--- config.mk ---
export PLATFORM = sky130hd
export DESIGN_NAME = sar_adc_mux_control
export DESIGN_NICKNAME = d
export VERILOG_FILES = /design/src/rtl/adc_ctrl_pkg.sv /design/src/rtl/sar_step_if.sv /design/src/rtl/approx_core.sv /design/src/rtl/sar_adc_mux_control.sv
export VERILOG_INCLUDE_DIRS = /design/src /design/src/rtl
export SDC_FILE = /design/constraint.sdc
export NUM_CORES = 1
export LEC_CHECK = 0
export BUFFER_PORTS_ARGS = -buffer_cell sky130_fd_sc_hd__buf_2
export CAP_MARGIN = 10
export CORE_MARGIN = 2
export CORE_UTILIZATION = 57
export DETAILED_ROUTE_END_ITERATION = 6
export PLACE_DENSITY = 0.79
export REMOVE_ABC_BUFFERS = 1
export SYNTH_ARGS = -nofsm -noshare
export SYNTH_HDL_FRONTEND = slang
export SYNTH_SLANG_ARGS = --single-unit
--- constraint.sdc ---
create_clock -name clock_i -period 3.4 [get_ports clock_i]
set_clock_uncertainty 0.2 [all_clocks]
set_input_delay 0.17 -clock clock_i [delete_from_list [all_inputs] [get_ports clock_i]]
set_output_delay 0.17 -clock clock_i [all_outputs]
set_load 0.1 [all_outputs]
--- src/rtl/adc_ctrl_regs.svh ---
// Purpose: Timing counts and field sizes of the converter control block.
// Assumes: 100 MHz system clock.
// Notes:   Definitions only.
`ifndef ADC_CTRL_REGS_SVH
`define ADC_CTRL_REGS_SVH

`define CLK_PERIOD_NS      10
`define CHAN_BITS          4
`define RESULT_BITS        8
// Conversion clock periods per conversion: 108 us typical at 640 kHz gives 69.
`define CONV_CLOCKS        69
// One conversion clock period at 640 kHz is 1562.5 ns; shortest count rounds down.
`define CONV_PERIOD_NS     1562
`define CONV_DIV_CYCLES    (`CONV_PERIOD_NS / `CLK_PERIOD_NS)
// On-chip oscillator is taken as the same nominal 640 kHz.
`define OSC_DIV_CYCLES     (`CONV_PERIOD_NS / `CLK_PERIOD_NS)
// External clock is declared absent after this many nanoseconds with no edge.
`define EXT_CLK_LOSS_NS    20000
`define EXT_CLK_LOSS_CYC   (`EXT_CLK_LOSS_NS / `CLK_PERIOD_NS)
`define EOC_START_CLOCKS   1

`endif

--- src/rtl/adc_ctrl_pkg.sv ---
// Purpose: Types of the converter control block.
// Assumes: Included constants header.
// Notes:   One-hot state codes.
package adc_ctrl_pkg;
    typedef enum logic [3:0] {
        ST_IDLE  = 4'b0001,
        ST_ARMED = 4'b0010,
        ST_CONV  = 4'b0100,
        ST_DONE  = 4'b1000
    } conv_state_e;
endpackage

--- src/rtl/sar_step_if.sv ---
// Purpose: Carries the step handshake between control and the approximation core.
// Assumes: Single clock.
// Notes:   None.
`timescale 1ns/1ns
`default_nettype none
interface sar_step_if;
    logic       clear;
    logic       step;
    logic       cmp;
    logic       last;
    logic [7:0] value;
    modport ctrl (output clear, output step, output cmp, input last, input value);
    modport core (input clear, input step, input cmp, output last, output value);
endinterface
`default_nettype wire

--- src/rtl/approx_core.sv ---
// Purpose: Successive-approximation register deciding one bit per step.
// Assumes: Comparator result valid when a step is taken.
// Notes:   MSB first.
`timescale 1ns/1ns
`default_nettype none
module approx_core
    import adc_ctrl_pkg::*;
#(
    parameter int WIDTH = 8
) (
    // Clock and reset.
    input  wire logic clock_i,
    input  wire logic rst_i,
    // Step channel.
    sar_step_if.core  sif
);
    logic [WIDTH-1:0] approx_register_q, approx_register_d;
    logic [WIDTH-1:0] trial_q, trial_d;

    // =========================================================
    // Bit decision
    always_comb begin
        approx_register_d = approx_register_q;
        trial_d           = trial_q;
        if (sif.clear) begin
            approx_register_d = {1'b1, {(WIDTH-1){1'b0}}};
            trial_d           = {1'b1, {(WIDTH-1){1'b0}}};
        end else if (sif.step && trial_q != '0) begin
            // Keep the trial bit only when the input is above the trial level.
            if (!sif.cmp) begin
                approx_register_d = approx_register_q & ~trial_q;
            end
            approx_register_d = approx_register_d | (trial_q >> 1);
            trial_d           = trial_q >> 1;
        end
    end

    always_ff @(posedge clock_i or posedge rst_i) begin
        if (rst_i) begin
            approx_register_q <= '0;
            trial_q           <= '0;
        end else begin
            approx_register_q <= approx_register_d;
            trial_q           <= trial_d;
        end
    end

    assign sif.value = approx_register_q[7:0];
    assign sif.last  = (trial_q == {{(WIDTH-1){1'b0}}, 1'b1});

    chk_one_hot_trial: assert property (@(posedge clock_i) disable iff (rst_i)
        $onehot0(trial_q)) else $error("trial bit not one-hot");
    chk_clear_msb: assert property (@(posedge clock_i) disable iff (rst_i)
        sif.clear |=> approx_register_q == {1'b1, {(WIDTH-1){1'b0}}}) else $error("clear did not seed msb");
endmodule
`default_nettype wire

--- src/rtl/sar_adc_mux_control.sv ---
// Purpose: Control of an 8-bit successive-approximation converter with 16-way input select.
// Assumes: All inputs synchronous to clock_i; comparator result arrives as a level.
// Notes:   Conversion clock comes from the external clock pin or an on-chip divider.
// Functional notes
// - Strobe rising edge latches four select bits.
// - Expansion high: exactly one of sixteen enabled.
// - Expansion low disables every internal channel.
// - Conversion takes 106 to 110 us.
// - Fed-back start drops end flag one period.
// - End flag as start runs continuously.
// - External clock used; grounded pin uses oscillator.
// - Start pulse begins; end flag marks finish.
// - Eight bits decided MSB first.
// - Result held in latch until next finish.
// - Start rise clears; fall begins; restart aborts.
// - End flag low within two conversion periods.
// - Output enable low floats result pins.
`timescale 1ns/1ns
`default_nettype none
`include "adc_ctrl_regs.svh"
module sar_adc_mux_control
    import adc_ctrl_pkg::*;
#(
    parameter int CHANNELS   = 16,
    parameter int CONV_STEPS = `CONV_CLOCKS
) (
    // Clock and reset.
    input  wire logic                     clock_i,
    input  wire logic                     rst_i,
    // Channel select.
    input  wire logic [`CHAN_BITS-1:0]    chan_sel_i,
    input  wire logic                     addr_strobe_i,
    input  wire logic                     expand_en_i,
    output logic      [CHANNELS-1:0]      chan_en_o,
    // Conversion control.
    input  wire logic                     start_i,
    input  wire logic                     conv_clk_i,
    input  wire logic                     cmp_above_i,
    output logic                          eoc_o,
    output logic                          use_osc_o,
    output logic                          conv_tick_o,
    // Result pins.
    input  wire logic                     out_en_i,
    output logic      [`RESULT_BITS-1:0]  data_o,
    output logic      [`RESULT_BITS-1:0]  data_oe_n_o
);
    sar_step_if sif ();

    conv_state_e      state_q, state_d;
    logic [3:0]       chan_q, chan_d;
    logic             strobe_q, start_q, ext_q;
    logic [15:0]      loss_q, loss_d;
    logic [15:0]      div_q, div_d;
    logic [7:0]       steps_q, steps_d;
    logic [7:0]       result_q, result_d;
    logic             eoc_q, eoc_d;
    logic             tick;
    logic             use_osc;

    function automatic logic [CHANNELS-1:0] decode_chan(input logic [3:0] code, input logic en);
        decode_chan = '0;
        if (en) begin
            decode_chan[code] = 1'b1;
        end
    endfunction

    // =========================================================
    // Address latch and decode
    always_comb begin
        chan_d = chan_q;
        if (addr_strobe_i && !strobe_q) begin
            chan_d = chan_sel_i;
        end
    end
    // Only expansion high enables a channel; low leaves all off.
    assign chan_en_o = decode_chan(chan_q, expand_en_i);

    // =========================================================
    // Conversion clock source
    // Any edge on the external pin restarts the loss timer; silence selects the oscillator.
    always_comb begin
        loss_d = loss_q;
        if (conv_clk_i != ext_q) begin
            loss_d = '0;
        end else if (loss_q != 16'(`EXT_CLK_LOSS_CYC)) begin
            loss_d = loss_q + 16'd1;
        end
        div_d = (div_q >= 16'(`OSC_DIV_CYCLES - 1)) ? 16'd0 : div_q + 16'd1;
    end
    assign use_osc = (loss_q == 16'(`EXT_CLK_LOSS_CYC));
    assign tick    = use_osc ? (div_q == 16'd0) : (conv_clk_i && !ext_q);

    // =========================================================
    // Conversion sequence
    always_comb begin
        state_d  = state_q;
        steps_d  = steps_q;
        result_d = result_q;
        eoc_d    = eoc_q;
        sif.clear = 1'b0;
        sif.step  = 1'b0;
        sif.cmp   = cmp_above_i;
        if (start_i && !start_q) begin
            // A new start always wins, abandoning any conversion.
            state_d   = ST_ARMED;
            sif.clear = 1'b1;
            steps_d   = '0;
        end else begin
            case (state_q)
                ST_IDLE: begin
                    state_d = ST_IDLE;
                end
                ST_ARMED: begin
                    if (tick) begin
                        eoc_d = 1'b0;
                    end
                    if (!start_i) begin
                        state_d = ST_CONV;
                    end
                end
                ST_CONV: begin
                    if (tick) begin
                        eoc_d   = 1'b0;
                        steps_d = steps_q + 8'd1;
                        sif.step = (steps_q[2:0] == 3'd7) && (steps_q < 8'd64);
                        if (steps_q == 8'(CONV_STEPS - 1)) begin
                            state_d = ST_DONE;
                        end
                    end
                end
                ST_DONE: begin
                    result_d = sif.value;
                    eoc_d    = 1'b1;
                    state_d  = ST_IDLE;
                end
                default: state_d = ST_IDLE;
            endcase
        end
    end

    always_ff @(posedge clock_i or posedge rst_i) begin
        if (rst_i) begin
            state_q  <= ST_IDLE;
            chan_q   <= '0;
            strobe_q <= 1'b0;
            start_q  <= 1'b0;
            ext_q    <= 1'b0;
            loss_q   <= '0;
            div_q    <= '0;
            steps_q  <= '0;
            result_q <= '0;
            eoc_q    <= 1'b0;
        end else begin
            state_q  <= state_d;
            chan_q   <= chan_d;
            strobe_q <= addr_strobe_i;
            start_q  <= start_i;
            ext_q    <= conv_clk_i;
            loss_q   <= loss_d;
            div_q    <= div_d;
            steps_q  <= steps_d;
            result_q <= result_d;
            eoc_q    <= eoc_d;
        end
    end

    approx_core #(
        .WIDTH (`RESULT_BITS)
    ) u_core (
        .clock_i (clock_i),
        .rst_i   (rst_i),
        .sif     (sif)
    );

    // =========================================================
    // Outputs
    assign eoc_o       = eoc_q;
    assign use_osc_o   = use_osc;
    assign conv_tick_o = tick;
    assign data_o      = result_q;
    // Low enable floats the pins; the enable output data_oe_n_o is active low.
    assign data_oe_n_o = {`RESULT_BITS{~out_en_i}};

    // =========================================================
    // Checks
    chk_strobe_latch: assert property (@(posedge clock_i) disable iff (rst_i)
        (addr_strobe_i && !strobe_q) |=> chan_q == $past(chan_sel_i)) else $error("select not latched");
    chk_chan_hold: assert property (@(posedge clock_i) disable iff (rst_i)
        !(addr_strobe_i && !strobe_q) |=> $stable(chan_q)) else $error("select changed without strobe");
    chk_one_chan: assert property (@(posedge clock_i) disable iff (rst_i)
        expand_en_i |-> (chan_en_o == (16'd1 << chan_q))) else $error("wrong channel enabled");
    chk_expand_off: assert property (@(posedge clock_i) disable iff (rst_i)
        !expand_en_i |-> chan_en_o == '0) else $error("channel on while expansion low");
    chk_result_hold: assert property (@(posedge clock_i) disable iff (rst_i)
        state_q != ST_DONE |=> $stable(data_o)) else $error("result changed mid-conversion");
    chk_eoc_rise: assert property (@(posedge clock_i) disable iff (rst_i)
        $rose(eoc_o) |-> $past(state_q) == ST_DONE) else $error("end flag rose early");
    chk_restart: assert property (@(posedge clock_i) disable iff (rst_i)
        (start_i && !start_q) |=> state_q == ST_ARMED) else $error("start did not restart");
    chk_oe_follow: assert property (@(posedge clock_i) disable iff (rst_i)
        data_oe_n_o == {8{~out_en_i}}) else $error("output enable wrong");
    chk_step_count: assert property (@(posedge clock_i) disable iff (rst_i)
        state_q == ST_DONE |-> steps_q == 8'(CONV_STEPS)) else $error("conversion length wrong");
    // The eighth decision must fall on the last trial bit, or the lowest bit would go undecided.
    chk_last_step: assert property (@(posedge clock_i) disable iff (rst_i)
        (sif.step && steps_q == 8'd63) |-> sif.last) else $error("last decision missed the lsb");
    // Dropping the end flag on the first tick keeps it inside one conversion period.
    chk_eoc_drop: assert property (@(posedge clock_i) disable iff (rst_i)
        (state_q == ST_ARMED && tick && !(start_i && !start_q)) |=> !eoc_o)
        else $error("end flag held after start");
    cov_convert: cover property (@(posedge clock_i) disable iff (rst_i) $rose(eoc_o));
    // A rising end flag fed back as start re-arms on the next sample.
    cov_free_run: cover property (@(posedge clock_i) disable iff (rst_i)
        $rose(eoc_o) ##1 state_q == ST_ARMED);
    cov_expand_off: cover property (@(posedge clock_i) disable iff (rst_i) !expand_en_i && chan_en_o == '0);
    cov_abort: cover property (@(posedge clock_i) disable iff (rst_i)
        state_q == ST_CONV && start_i && !start_q);
    cov_osc: cover property (@(posedge clock_i) disable iff (rst_i) $rose(use_osc));
endmodule
`default_nettype wire

==> metrics.md <==
| Metric | Value |
|---|---|
| Number of nets with antenna violations after routing | 0 |
| Fin area | ~4200 sq um |
| Via Count | between 2000 and 3000 |
| Dpl cell area | 3910 sq um |
| Die area | between 7000 and 8000 sq um |
| FF+latch count, synth | 76 |
| Worst Path Required | between 3000 and 4000 ps |
| Initial core utilization | 0.580 |
| Iter 0 DRT Violations | roughly 130 |
| Yosys cell types | 49 |
| Worst hold path type | primary input to register |
| P per Cell Area | between 400 and 500 nW/um^2 |
| Main synth FF type | dfrtp_1 |
| Reg-to-reg startpoint | loss_q[15] |
| Mapped Area | about 3600 sq um |
| Number of global-route vias before repair | approximately 2500 |
| Pwr Total | roughly 1.9 mW |
| CTS root buf | clkbuf_8 |
| DP HPWL | ~4600 um |
| First-pass GRT wire length | between 10000 and 15000 um |
| Highest Clock Rate | around 310 MHz |
| Gate Count Post-Synth | 333 |
| Ys Warns | 0 |
| Final WL | roughly 6700 um |
| # port buffers | 46 |
| Final core occ | 0.668 |
| Initial antenna violation count | 0 |
| Pre-Repair DR Iteration Count | 4 |
| Period utilization | 0.938 |
| # diodes | 0 |
| Setup Crit Path Kind | register to output pin |
| Total CTS buffers | 9 |
| Final Slew Violations | 0 |
| Syn_area_per_cell | around 11 sq um |
| Final Net Count | approximately 410 |
| GP Congestion | about 0.84 |
| Commonest non-fill, non-tap cells in the layout | dfrtp_1, buf_2, nor2_1, nand2_1 |
| Resized Gates After CTS | 0 |
| Final Setup Violations | 0 |
| R2r worst-path depth | 5 |
| Post-synth EDFFs | 0 |
| Clock-pin slew on the worst setup and hold paths | about 70 ps |
| Leak Pwr | ~2.0 nW |
| Clk sinks | 76 |
| Hold path start | cmp_above_i |
| R2r setup slk | approximately 400 ps |
| Most common cell after layout, fill and taps aside | dfrtp_1 |
| Cell Rows | 29 |
| CTS Buffer Depth | 2 |
| Relative slew margins | 0.437 |
| H-tree Lvls | 3 |
| Multi-input gate area | between 1500 and 2000 sq um |
| Min-Delay Endpoint | u_core.sif.value[7] |
| FFs w/ async S/R, synth | 1.00 |
| Maxcap violations | 0 |
| Worst Hold Depth | 3 |
| Setup TNS | 0 ps |
| Post-synthesis sequential area ratio | 0.523 |
| WL/cell | 14.2 um |
| Core Area | approximately 6300 sq um |
| FILL cells | 500 |
| RSZ-0062 raised after global routing | no |
| GRT Total Usage | 0.203 |
| R2R Path End | u_core.sif.value[7] |
| Vias per cell | about 5.5 |
| Chip Height | roughly 84 um |
| Tightest Pin Transition | 843 ps |
| Final Critical Period | around 3200 ps |
| Layout cells sized above 1 | 0.229 |
| CP Launch Type | register |
| Post-CTS Setup Inserts | 0 |
| CTS tree | yes |
| Die W | approximately 84 um |
| Grt ovf | 0 |
| Layout area overhead | 15.1% |
| Outcome | finished clean |
| DRC Markers | 0 |
| Register area | roughly 1900 sq um |
| Max VDD drop | roughly 0.26 mV |
| Largest fanout on the critical path | 27 |
| CP arrival | ~2800 ps |
| Setup crit end kind | output pin |
| I/O Pins | 47 |
| Hold Vio Cnt, Final | 0 |
| Clock latency on the worst-skew pair | roughly 340 ps |
| Pin count of the biggest net entering global routing | 35 |
per-stage QoR:
step,hold WS [ps],setup WS (ps),instances
after floorplan,1.43,-1660,323
after global placement,91.1,464,450
after detailed placement,95.2,410,450
after CTS,31.0,194,474
after global routing,42.5,86.6,474
final,46.0,212,474
worst max-delay path by stage:
stage / slack (ps) / start / to / cells past startpoint
floorplan: -1660 / out_en_i / data_oe_n_o[0] / 1
global placement: 460 / loss_q[15] / u_core.sif.value[7] / 5
detailed placement: 410 / loss_q[3] / u_core.sif.value[7] / 5
CTS: 190 / loss_q[15] / conv_tick_o / 6
global route: 90 / loss_q[3] / conv_tick_o / 6
finish: 210 / loss_q[15] / conv_tick_o / 6
layer usage:
layer  global-route usage  share of wire  vias to the layer above
met3               0.0564          0.026                       11
met2                0.347           0.51                       33
li1                     -              -                     1290
met5                    0              0                        -
met4               0.0733          0.015                        0
met1                0.246           0.45                     1280
state kept, by name, indices dropped and copies added (netlist names):
signal	cells
u_core.trial_q	8
chan_q	4
loss_q	16
data_o	8
start_q	1
div_q	16
strobe_q	1
state_q	4
steps_q	8
eoc_o	1
u_core.sif.value	8
ext_q	1
kinds of logic (layout without fill, tap and decap cells):
family,Yosys count,after routing,share of synthesized area
buffers and inverters,30,87,0.0447
AOI/OAI and AO/OA,42,42,0.0766
muxes,21,21,0.0632
and+or+nand+nor,136,136,0.219
xor gates and xnor gates,19,19,0.0457
DFF,76,76,0.523
adders and majority gates,8,8,0.0275
other,1,8,0.00103
critical path, stage by stage, from the launching register on:
cell,delay [ps]
dfrtp_1,390
or4_1,590
nor4_4,440
mux2_4,340
buf_4,220
inv_1,70
buf_2,410
report_power, final:
part           switching [mW]  internal (mW)
registers              0.0234          0.926
logic                   0.170         0.0522
clock network           0.311          0.377
synth_stat cells (3+ instances only):
library cell / n / area (sq um)
or3b_2: 7 / 61.3
nand4_1: 6 / 37.5
and4_1: 3 / 26.3
nand2_1: 20 / 75.1
mux2_2: 12 / 135
nor4_1: 4 / 25.0
clkbuf_1: 6 / 22.5
nand3_1: 11 / 55.1
ha_1: 8 / 100
inv_1: 13 / 48.8
or4_1: 9 / 67.6
o311ai_0: 6 / 52.6
and2_1: 12 / 75.1
o21ai_0: 8 / 40.0
a21oi_1: 7 / 35.0
nand3b_1: 6 / 45.0
and3_1: 4 / 25.0
o31ai_1: 8 / 60.1
mux2i_1: 8 / 80.1
xor2_1: 8 / 70.1
nor2b_1: 7 / 43.8
xnor2_1: 11 / 96.3
nor3b_1: 3 / 22.5
nor2_1: 26 / 97.6
nor3_1: 6 / 30.0
buf_4: 8 / 60.1
o211ai_1: 3 / 22.5
o21ai_1: 3 / 15.0
dfrtp_1: 75 / 1880
nand2b_1: 3 / 18.8
what timing repair did:
item                                   CTS  global route
hold buffers                             8             0
endpoints found under the hold margin   40             0
setup endpoints to repair                0             0
cell type report:
| type | instances | share of cell area |
|---|---|---|
| timing repair buffer | 58 | 0.0811 |
| clock buffer | 12 | 0.0370 |
| sequential | 76 | 0.454 |
| multi-input combinational | 234 | 0.382 |
| tap | 77 | 0.0230 |
| inverter | 13 | 0.0116 |
| clock inverter | 4 | 0.0113 |
(Power assumes the default switching activity.)
